[src/verilog/pfm_pkg.sv]
// Package for the power and fan fault monitor: register map, status
// and event field layout, reset values and timing constants.
// Assumes a 20 MHz monitor clock and a 32-bit APB register bus.
package pfm_pkg;

  // ----------------------------------------------------------------
  // Clock and timing
  // ----------------------------------------------------------------
  localparam int unsigned CLK_HZ = 20000000;
  localparam int unsigned FAN_POSITIONS = 4;
  localparam int unsigned SAMPLE_INTERVAL_MS = 1000;
  localparam int unsigned SHUTDOWN_DELAY_S = 30;
  // Every fan is visited once per interval, so one step is a quarter of it
  localparam int unsigned STEP_CYCLES =
    (SAMPLE_INTERVAL_MS * (CLK_HZ / 1000)) / FAN_POSITIONS;
  localparam int unsigned SHUTDOWN_CYCLES = SHUTDOWN_DELAY_S * CLK_HZ;

  // ----------------------------------------------------------------
  // Register byte offsets
  // ----------------------------------------------------------------
  localparam logic [7:0] OFS_STATUS = 8'h00;
  localparam logic [7:0] OFS_SNAPSHOT = 8'h04;
  localparam logic [7:0] OFS_EVENT = 8'h08;
  localparam logic [7:0] OFS_ID_MEM = 8'h40;
  localparam int unsigned ID_MEM_WORDS = 16;

  // ----------------------------------------------------------------
  // Status word fields (live and snapshot share one layout)
  // ----------------------------------------------------------------
  localparam int ST_RAILS = 0;
  localparam int ST_SUPPLY = 1;
  localparam int ST_THERMAL = 4;
  localparam int ST_CPU_COOL = 5;
  localparam int ST_CHASSIS = 6;
  localparam int ST_CPU_FAIL = 8;
  localparam int ST_SYS_FAIL = 12;
  localparam int ST_HALT = 16;
  localparam int ST_POS = 20;
  localparam int ST_PRESENT = 24;
  localparam int ST_FROZEN = 31;

  // ----------------------------------------------------------------
  // Event word fields (write one to clear)
  // ----------------------------------------------------------------
  localparam int EV_CPU_FAN = 0;
  localparam int EV_SYS_FAN = 1;
  localparam int EV_OVERTEMP = 2;
  localparam int EV_SUPPLY = 3;
  localparam int EV_WIDTH = 4;

  // ----------------------------------------------------------------
  // Reset values
  // ----------------------------------------------------------------
  localparam logic [31:0] SNAPSHOT_RESET = 32'h00000000;
  localparam logic [3:0] EVENT_RESET = 4'h0;
  localparam logic [1:0] POS_RESET = 2'h0;

endpackage

[src/verilog/pfm_pin_sync.sv]
// Three-stage synchroniser for a group of asynchronous pin inputs.
// Assumes the inputs are slow levels; a change counts once the second
// and third stages agree, which also rejects a one-cycle glitch.
`timescale 1ns/1ps
`default_nettype none
module pfm_pin_sync #(
  parameter int W = 1
) (
  input wire logic clk,
  input wire logic rst,
  input wire logic ce,
  input wire logic [W-1:0] pin,
  output var logic [W-1:0] level
);
  // ----------------------------------------------------------------
  // Per-bit stages
  // ----------------------------------------------------------------
  genvar i;
  generate
    for (i = 0; i < W; i++) begin : g_bit
      logic s1;
      logic s2;
      logic s3;
      // First stage feeds only the second stage
      always_ff @(posedge clk or posedge rst) begin
        if (rst) begin
          s1 <= 1'b0;
          s2 <= 1'b0;
          s3 <= 1'b0;
          level[i] <= 1'b0;
        end else if (ce) begin
          s1 <= pin[i];
          s2 <= s1;
          s3 <= s2;
          if (s2 == s3) begin
            level[i] <= s3;
          end
        end
      end
    end
  endgenerate
endmodule
`default_nettype wire

[src/verilog/pfm_monitor.sv]
// Power and fan fault monitor: status indicators, round-robin fan
// sampling, fault snapshot, shutdown alert and delayed power removal.
// Assumes all sense inputs are asynchronous pins and the maintenance
// controller reaches the registers over APB with one clock (MCLK).
`timescale 1ns/1ps
`default_nettype none
// What this block does
// - dc_rails_good lit only while both main rails are within limits.
// - Supply good lit when supply present and its power-good is asserted.
// - Supply good indicator stays off when that supply is absent.
// - thermal_good lit while temperature is below threshold, else off.
// - CPU fan failure drops processor_cooling_good, keeps position lit.
// - System fan failure drops chassis_cooling_good, keeps pair lit.
// - Pair 0 to 2 indicator lit while sampled or either fan failed.
// - Position indicator off when not sampled and its fans work.
// - Position 3 indicator lit while CPU fan 3 sampled or failed.
// - Status register of fan and supply state, latched on a fault.
// - Second register raises bus interrupt on fan, thermal, supply fault.
// - Controller is the only master; this block only answers.
// - Halt button position is readable over the bus.
// - Bus readable and writable identity memory for module data.
// - Each fan is checked once per one-second sampling interval.
// - Shutdown asserted a fixed delay after overheat or lost cooling.
module pfm_monitor
  import pfm_pkg::*;
#(
  parameter int unsigned STEP_LEN = STEP_CYCLES,
  parameter int unsigned SHUTDOWN_LEN = SHUTDOWN_CYCLES
) (
  input wire logic MCLK,
  input wire logic RESET,
  input wire logic CE,
  // APB slave
  input wire logic PSEL,
  input wire logic PENABLE,
  input wire logic PWRITE,
  input wire logic [7:0] PADDR,
  input wire logic [31:0] PWDATA,
  output var logic [31:0] PRDATA,
  output var logic PREADY,
  output var logic PSLVERR,
  // Sense pins
  input wire logic RAIL5_IN_LIMITS,
  input wire logic RAIL3_IN_LIMITS,
  input wire logic [2:0] SUPPLY_PRESENT,
  input wire logic [2:0] SUPPLY_POWER_GOOD,
  input wire logic OVER_TEMP,
  input wire logic [3:0] CPU_FAN_OK,
  input wire logic [2:0] SYS_FAN_OK,
  input wire logic HALT_BUTTON_IN,
  // Indicators and alerts
  output var logic DC_RAILS_GOOD,
  output var logic SUPPLY0_GOOD,
  output var logic SUPPLY1_GOOD,
  output var logic SUPPLY2_GOOD,
  output var logic THERMAL_GOOD,
  output var logic PROCESSOR_COOLING_GOOD,
  output var logic CHASSIS_COOLING_GOOD,
  output var logic FAN_PAIR0_SAMPLE,
  output var logic FAN_PAIR1_SAMPLE,
  output var logic FAN_PAIR2_SAMPLE,
  output var logic CPU_COOLER3_SAMPLE,
  output var logic MAINT_IRQ,
  output var logic POWER_FAULT_SHUTDOWN_N
);

  // ----------------------------------------------------------------
  // Pin synchronisation
  // ----------------------------------------------------------------
  localparam int NPIN = 20;
  logic [NPIN-1:0] pin_raw;
  logic [NPIN-1:0] pin_sync;
  assign pin_raw = {HALT_BUTTON_IN, SYS_FAN_OK, CPU_FAN_OK, OVER_TEMP,
                    SUPPLY_POWER_GOOD, SUPPLY_PRESENT, RAIL3_IN_LIMITS,
                    RAIL5_IN_LIMITS, 3'h0};

  pfm_pin_sync #(.W(NPIN)) u_sync (
    .clk(MCLK),
    .rst(RESET),
    .ce(CE),
    .pin(pin_raw),
    .level(pin_sync)
  );

  wire rail5_ok = pin_sync[3];
  wire rail3_ok = pin_sync[4];
  wire [2:0] present = pin_sync[7:5];
  wire [2:0] power_good = pin_sync[10:8];
  wire over_temp = pin_sync[11];
  wire [3:0] cpu_fan_ok = pin_sync[15:12];
  wire [2:0] sys_fan_ok = pin_sync[18:16];
  wire halt_in = pin_sync[19];

  // ----------------------------------------------------------------
  // Fan sampling state
  // ----------------------------------------------------------------
  logic [31:0] step_cnt;
  logic [1:0] sample_pos;
  logic [3:0] cpu_fail;
  logic [2:0] sys_fail;
  wire step_done = (step_cnt == STEP_LEN - 1);
  wire [1:0] next_pos = sample_pos + 2'h1;
  wire cur_cpu_bad = ~cpu_fan_ok[sample_pos];
  // Position 3 carries only a CPU fan
  wire cur_sys_bad = (sample_pos != 2'h3) && ~sys_fan_ok[sample_pos[1:0] == 2'h3 ?
                     2'h0 : sample_pos];

  // Step timer: four steps make one full sampling interval
  always_ff @(posedge MCLK or posedge RESET) begin
    if (RESET) begin
      step_cnt <= 32'h00000000;
      sample_pos <= POS_RESET;
    end else if (CE) begin
      if (step_done) begin
        step_cnt <= 32'h00000000;
        sample_pos <= next_pos; // wraps 3 -> 0
      end else begin
        step_cnt <= step_cnt + 32'h00000001;
      end
    end
  end

  // Failures stick until reset; a fan that stalls once is not trusted again
  always_ff @(posedge MCLK or posedge RESET) begin
    if (RESET) begin
      cpu_fail <= 4'h0;
      sys_fail <= 3'h0;
    end else if (CE && step_done) begin
      if (cur_cpu_bad) begin
        cpu_fail[sample_pos] <= 1'b1; // one check per fan per interval
      end
      if (cur_sys_bad) begin
        sys_fail[sample_pos] <= 1'b1;
      end
    end
  end

  // ----------------------------------------------------------------
  // Indicator decode
  // ----------------------------------------------------------------
  wire rails_good = rail5_ok & rail3_ok;
  wire [2:0] supply_good = present & power_good; // absent forces off
  wire thermal_good = ~over_temp;
  wire cpu_cool_good = ~|cpu_fail;
  wire chassis_good = ~|sys_fail;
  logic [3:0] pos_lit;
  genvar p;
  generate
    for (p = 0; p < 3; p++) begin : g_pair
      // Sampled now, or either fan of the pair has failed
      assign pos_lit[p] = (sample_pos == p) | cpu_fail[p] | sys_fail[p];
    end
  endgenerate
  assign pos_lit[3] = (sample_pos == 2'h3) | cpu_fail[3];

  // Indicators are registered so every output comes from a flip-flop
  always_ff @(posedge MCLK or posedge RESET) begin
    if (RESET) begin
      DC_RAILS_GOOD <= 1'b0;
      {SUPPLY2_GOOD, SUPPLY1_GOOD, SUPPLY0_GOOD} <= 3'h0;
      THERMAL_GOOD <= 1'b0;
      PROCESSOR_COOLING_GOOD <= 1'b0;
      CHASSIS_COOLING_GOOD <= 1'b0;
      {CPU_COOLER3_SAMPLE, FAN_PAIR2_SAMPLE, FAN_PAIR1_SAMPLE, FAN_PAIR0_SAMPLE} <= 4'h0;
    end else if (CE) begin
      DC_RAILS_GOOD <= rails_good;
      {SUPPLY2_GOOD, SUPPLY1_GOOD, SUPPLY0_GOOD} <= supply_good;
      THERMAL_GOOD <= thermal_good;
      PROCESSOR_COOLING_GOOD <= cpu_cool_good;
      CHASSIS_COOLING_GOOD <= chassis_good;
      {CPU_COOLER3_SAMPLE, FAN_PAIR2_SAMPLE, FAN_PAIR1_SAMPLE, FAN_PAIR0_SAMPLE} <= pos_lit;
    end
  end

  // ----------------------------------------------------------------
  // Fault conditions
  // ----------------------------------------------------------------
  // Supply faults count only once the rails have been good, so the
  // power-up ramp does not freeze a meaningless snapshot
  logic rails_seen;
  wire supply_bad = rails_seen & (~rails_good | |(present & ~power_good));
  wire [EV_WIDTH-1:0] ev_cond = {supply_bad, over_temp, |sys_fail, |cpu_fail};
  wire fault_now = |ev_cond;
  wire cooling_lost = over_temp | |cpu_fail | |sys_fail;

  // ----------------------------------------------------------------
  // Status word
  // ----------------------------------------------------------------
  logic snap_frozen;
  logic [31:0] status_word;
  always_comb begin
    status_word = 32'h00000000;
    status_word[ST_RAILS] = rails_good;
    status_word[ST_SUPPLY +: 3] = supply_good;
    status_word[ST_THERMAL] = thermal_good;
    status_word[ST_CPU_COOL] = cpu_cool_good;
    status_word[ST_CHASSIS] = chassis_good;
    status_word[ST_CPU_FAIL +: 4] = cpu_fail;
    status_word[ST_SYS_FAIL +: 3] = sys_fail;
    status_word[ST_HALT] = halt_in;
    status_word[ST_POS +: 2] = sample_pos;
    status_word[ST_PRESENT +: 3] = present;
    status_word[ST_FROZEN] = snap_frozen;
  end

  // ----------------------------------------------------------------
  // APB decode
  // ----------------------------------------------------------------
  // The block never starts a transfer; it only answers the controller
  wire setup_phase = PSEL & ~PENABLE;
  wire access_done = PSEL & PENABLE & PREADY;
  wire wr_done = access_done & PWRITE;
  wire hit_status = (PADDR == OFS_STATUS);
  wire hit_snapshot = (PADDR == OFS_SNAPSHOT);
  wire hit_event = (PADDR == OFS_EVENT);
  wire hit_mem = (PADDR[7:6] == OFS_ID_MEM[7:6]) && (PADDR[1:0] == 2'h0);
  wire addr_ok = hit_status | hit_snapshot | hit_event | hit_mem;
  wire [3:0] mem_idx = PADDR[5:2];

  // ----------------------------------------------------------------
  // Fault snapshot
  // ----------------------------------------------------------------
  logic [31:0] snapshot;
  logic fault_prev;
  wire fault_rise = fault_now & ~fault_prev;
  wire rearm = wr_done & hit_snapshot;

  // First fault freezes a copy; a write to the snapshot rearms it.
  // A fault in the rearm cycle still captures, so nothing is lost.
  always_ff @(posedge MCLK or posedge RESET) begin
    if (RESET) begin
      snapshot <= SNAPSHOT_RESET;
      snap_frozen <= 1'b0;
      fault_prev <= 1'b0;
      rails_seen <= 1'b0;
    end else if (CE) begin
      fault_prev <= fault_now;
      rails_seen <= rails_seen | rails_good;
      if (fault_rise && (!snap_frozen || rearm)) begin
        snapshot <= status_word;
        snap_frozen <= 1'b1;
      end else if (rearm) begin
        snap_frozen <= 1'b0;
      end else if (!snap_frozen) begin
        snapshot <= status_word; // tracks live state until a fault
      end
    end
  end

  // ----------------------------------------------------------------
  // Shutdown alert register
  // ----------------------------------------------------------------
  logic [EV_WIDTH-1:0] events;
  wire [EV_WIDTH-1:0] ev_clear = (wr_done && hit_event) ? PWDATA[EV_WIDTH-1:0] :
                                 {EV_WIDTH{1'b0}};

  // Sticky until a one is written; a set in the clear cycle wins
  always_ff @(posedge MCLK or posedge RESET) begin
    if (RESET) begin
      events <= EVENT_RESET;
      MAINT_IRQ <= 1'b0;
    end else if (CE) begin
      events <= (events & ~ev_clear) | ev_cond;
      MAINT_IRQ <= |((events & ~ev_clear) | ev_cond);
    end
  end

  // ----------------------------------------------------------------
  // Delayed power removal
  // ----------------------------------------------------------------
  logic [31:0] sd_cnt;

  // The timer restarts if the cause clears; once fired it holds until reset
  always_ff @(posedge MCLK or posedge RESET) begin
    if (RESET) begin
      sd_cnt <= 32'h00000000;
      POWER_FAULT_SHUTDOWN_N <= 1'b1;
    end else if (CE) begin
      if (!cooling_lost) begin
        sd_cnt <= 32'h00000000;
      end else if (sd_cnt == SHUTDOWN_LEN - 1) begin
        POWER_FAULT_SHUTDOWN_N <= 1'b0;
      end else begin
        sd_cnt <= sd_cnt + 32'h00000001;
      end
    end
  end

  // ----------------------------------------------------------------
  // Identity memory
  // ----------------------------------------------------------------
  // Holds module type, serial, revisions and the saved fault words.
  // Not reset: its contents belong to software, not to the block.
  logic [31:0] id_mem [ID_MEM_WORDS];
  always_ff @(posedge MCLK) begin
    if (CE && wr_done && hit_mem) begin
      id_mem[mem_idx] <= PWDATA;
    end
  end

  // ----------------------------------------------------------------
  // Read mux and APB answer
  // ----------------------------------------------------------------
  logic [31:0] rd_mux;
  always_comb begin
    rd_mux = 32'h00000000;
    if (hit_status) begin
      rd_mux = status_word;
    end else if (hit_snapshot) begin
      rd_mux = snapshot;
    end else if (hit_event) begin
      rd_mux = {{(32 - EV_WIDTH){1'b0}}, events};
    end else if (hit_mem) begin
      rd_mux = id_mem[mem_idx];
    end
  end

  // Answer is prepared in setup so the access phase ends with no wait
  always_ff @(posedge MCLK or posedge RESET) begin
    if (RESET) begin
      PRDATA <= 32'h00000000;
      PREADY <= 1'b0;
      PSLVERR <= 1'b0;
    end else if (CE) begin
      PREADY <= setup_phase;
      PSLVERR <= setup_phase & ~addr_ok;
      if (setup_phase) begin
        PRDATA <= PWRITE ? 32'h00000000 : rd_mux;
      end
    end
  end

endmodule
`default_nettype wire

[config.mk]
export PLATFORM = sky130hd
export DESIGN_NAME = pfm_monitor
export DESIGN_NICKNAME = d
export VERILOG_FILES = /design/src/verilog/pfm_pkg.sv /design/src/verilog/pfm_pin_sync.sv /design/src/verilog/pfm_monitor.sv
export SDC_FILE = /design/constraint.sdc
export NUM_CORES = 1
export LEC_CHECK = 0
export BUFFER_PORTS_ARGS = -buffer_cell sky130_fd_sc_hd__buf_2
export CORE_ASPECT_RATIO = 0.8
export CORE_MARGIN = 4
export CORE_UTILIZATION = 40
export CTS_CLUSTER_SIZE = 16
export DETAILED_ROUTE_END_ITERATION = 10
export GPL_TIMING_DRIVEN = 1
export PLACE_DENSITY = 0.56
export SYNTH_ARGS = -nofsm -noshare
export SYNTH_HDL_FRONTEND = slang
export SYNTH_SLANG_ARGS = --single-unit
[constraint.sdc]
create_clock -name MCLK -period 7.7 [get_ports MCLK]
set_input_delay 0.77 -clock MCLK [delete_from_list [all_inputs] [get_ports MCLK]]
set_output_delay 0.77 -clock MCLK [all_outputs]
set_load 0.005 [all_outputs]
==> out/qor.yml <==
outcome: "finished, final reports clean"
rsz0062_at_grt: "false"
postPlaceCellArea_mm2: 0.0308
wl_per_cell_um: 23.6
clock-sinks: 728
fin_setup_tns_ns: 0
r2r_slack_ns: 4.71
setup_viol: 0
path_max_fanout: 17
dp_hpwl_mm: 38.2
max-cap-violations: 0
fmax_ghz: 0.326
vias: 15400
slew_violations: 0
yosys-top-cells-count: "512 x edfxtp_1, 215 x dfrtp_1, 129 x mux4_2, 93 x o21ai_0, 90 x nand2_1"
final_util: 0.462
route.detailed.drc: 0
gp_congestion: 0.762
grt_pass1_vias: 15700
worst_pin_slew_ns: 1.36
synthesis.area_mm2: 0.0290
num_rows: 88
final_nets: 1879
vdd_drop_max_v: 0.000211
syn_inst: 1669
timing.final.hold_violations: 0
multiInputGateArea_mm2: 0.00789
startpoint_type: "input port"
overflow: 0
pre_cts_slack_ns: 3.93
final_layout_size_suffix_gt1_frac: 0.255
regArea_mm2: 0.0208
arrival_ns: 3.35
cts_buffers: 75
cts_hold_buf: 0
initial_core_util: 0.403
synth_edf_count: 512
setup_ws_ns: 4.63
ys_top_cells_by_area: "edfxtp_1 53%, dfrtp_1 19%, mux4_2 10%"
ctsHtreeMaxLevel: 3
io_pins: 110
crit_type: "input port to register"
synth_largest_area_cell: "edfxtp_1"
grt_usage: 0.175
core_area_mm2: 0.0720
cp-startpoint: "PADDR[6]"
p_per_area_mw_per_mm2: 263
nFillCells: 6273
synth.avg_cell_area_um2: 17.4
p_leak_nw: 12.0
synthMostInstantiatedCell: "edfxtp_1"
syn_nets: 1739
post-synth-top-area-fraction: 0.530
drt_iter0_drc: 1238
yosys_register_bits: 728
antenna_found_initial: 2
reg2reg_from: "PREADY"
root_buffer: "clkbuf_16"
clockBufferDepth: 3
route.antenna.remaining_nets: 0
hold_path.class: "input port to async pin"
grt_start_max_net_pins: 117
die_w_um: 309
seq_area_frac_synth: 0.716
cp.required_ns: 7.98
synth_cell_type_count: 61
die_h_um: 249
skew_ns: 0.0177
viasPerCell: 5.47
die_area_mm2: 0.0769
yosys_warnings: 0
critical_path.endpoint_type: "register"
routed_wl_mm: 66.5
period_share: 0.399
cts_resized: 0
post-cts-setup-buffers: 0
fin_crit_ns: 3.07
clock_latency_ns: 0.63
synth_ff_type: "edfxtp_1"
cts.clk_slew.worst_paths_ns: 0.06
final_cell_area_mm2: 0.0333
reg2reg_to: "id_mem[15][9]"
cts_tree: "built"
max_slew_margin: 0.0885
drt_first_pass_iters: 5
r2r_cells: 5
endpoint: "id_mem[15][9]"
grt_pass1_wl_mm: 101
portBuffers: 109
async_reset_ff_frac: 0.297
syn2layout_area_growth_pct: 14.7
==> cells by family after synthesis <==
kind of cell / count (synthesis) / share of synthesized area
flops: 728 / 0.716
simple gates: 314 / 0.0556
mux: 258 / 0.149
compound gates: 198 / 0.0437
buf+inv: 111 / 0.0163
xor+xnor: 53 / 0.0160
fa+ha+maj: 7 / 0.00302
==> registers in the layout (all words and copies together), names as in the netlist, 2 cells and up <==
signal,cells
u_sync.g_bit.s3,17
PRDATA,32
id_mem,512
u_sync.level,17
sample_pos,2
sd_cnt,32
sys_fail,3
u_sync.g_bit.s2,17
cpu_fail,4
step_cnt,32
snapshot,21
events,4
u_sync.g_bit.s1,17
==> per-layer routing <==
metal  up-vias  wire, µm  track usage
met4         4      1080       0.0381
met1      8129     31600        0.265
met2       389     29300        0.252
met5         -        27            0
li1       6814         -            -
met3        87      4540       0.0500
==> cell usage in the layout, fill, tap and decap left out, types with 4 or more instances in the layout <==
cell	Yosys	final
o221ai_1	12	12
xor2_1	27	27
dfrtp_1	215	215
clkbuf_1	38	21
clkbuf_8	0	8
buf_2	23	105
mux2_4	15	15
xnor2_1	26	26
edfxtp_1	512	512
nor2_4	0	16
nor4_1	10	10
and2_1	9	9
o22ai_1	4	4
a21o_1	9	9
bufinv_16	0	7
inv_1	34	33
nand2_1	90	90
mux4_2	129	129
clkinv_1	0	12
a22oi_1	16	16
nor4_2	4	4
o221a_2	14	14
clkinv_2	0	9
ha_1	7	7
buf_4	1	32
clkbuf_16	0	77
mux2i_1	70	70
nand4_1	23	23
nand2b_1	9	9
o21ai_0	93	93
and3_1	8	8
and4_1	8	8
a21oi_1	32	32
mux2_2	44	44
nor2b_1	11	11
nor3_1	13	12
or3_1	11	11
nor2_1	70	54
nand3_1	31	31
==> critical path: stages <==
cell	delay [ns]
buf_2	0.18
nor4b_2	0.29
buf_4	0.25
and3_1	0.20
nand3_1	0.33
nor2_4	0.86
buf_4	0.47
==> how the worst min path moves through the flow <==
stage             endpoint  startpoint  cells past startpoint
2_1_floorplan   rails_seen  rails_seen                      1
3_3_place_gp    rails_seen  rails_seen                      1
3_5_place_dp    rails_seen  rails_seen                      1
4_1_cts        step_cnt[5]       RESET                      2
5_1_grt        step_cnt[5]       RESET                      2
6_report       step_cnt[5]       RESET                      2
==> where the power goes <==
group          total [mW]  internal [mW]  leakage (nW)  switching (mW)
Clock                3.65           2.16          1.22            1.49
Combinational       0.617          0.271          3.45           0.346
Sequential           4.48           4.35          7.32           0.132
==> cell type report <==
cell class	count	area share
inverters	34	0.00406
clock buffers	106	0.0636
well taps	945	0.0355
repair buffers	140	0.0244
flip-flops and latches	728	0.624
diodes	1	0.0000752
multi-input cells	830	0.237
clock inverters	33	0.0111
==> per-stage QoR <==
stage | std cells | total power, mW | hold WS [ns]
after floorplan | 1669 | 4.93 | 0.427
after global placement | 2677 | 5.16 | 0.459
after detailed placement | 2677 | 5.18 | 0.453
after CTS | 2816 | 8.86 | 0.271
after global routing | 2816 | 9.11 | 0.311
final | 2817 | 8.74 | 0.255
(Power assumes the default switching activity.)
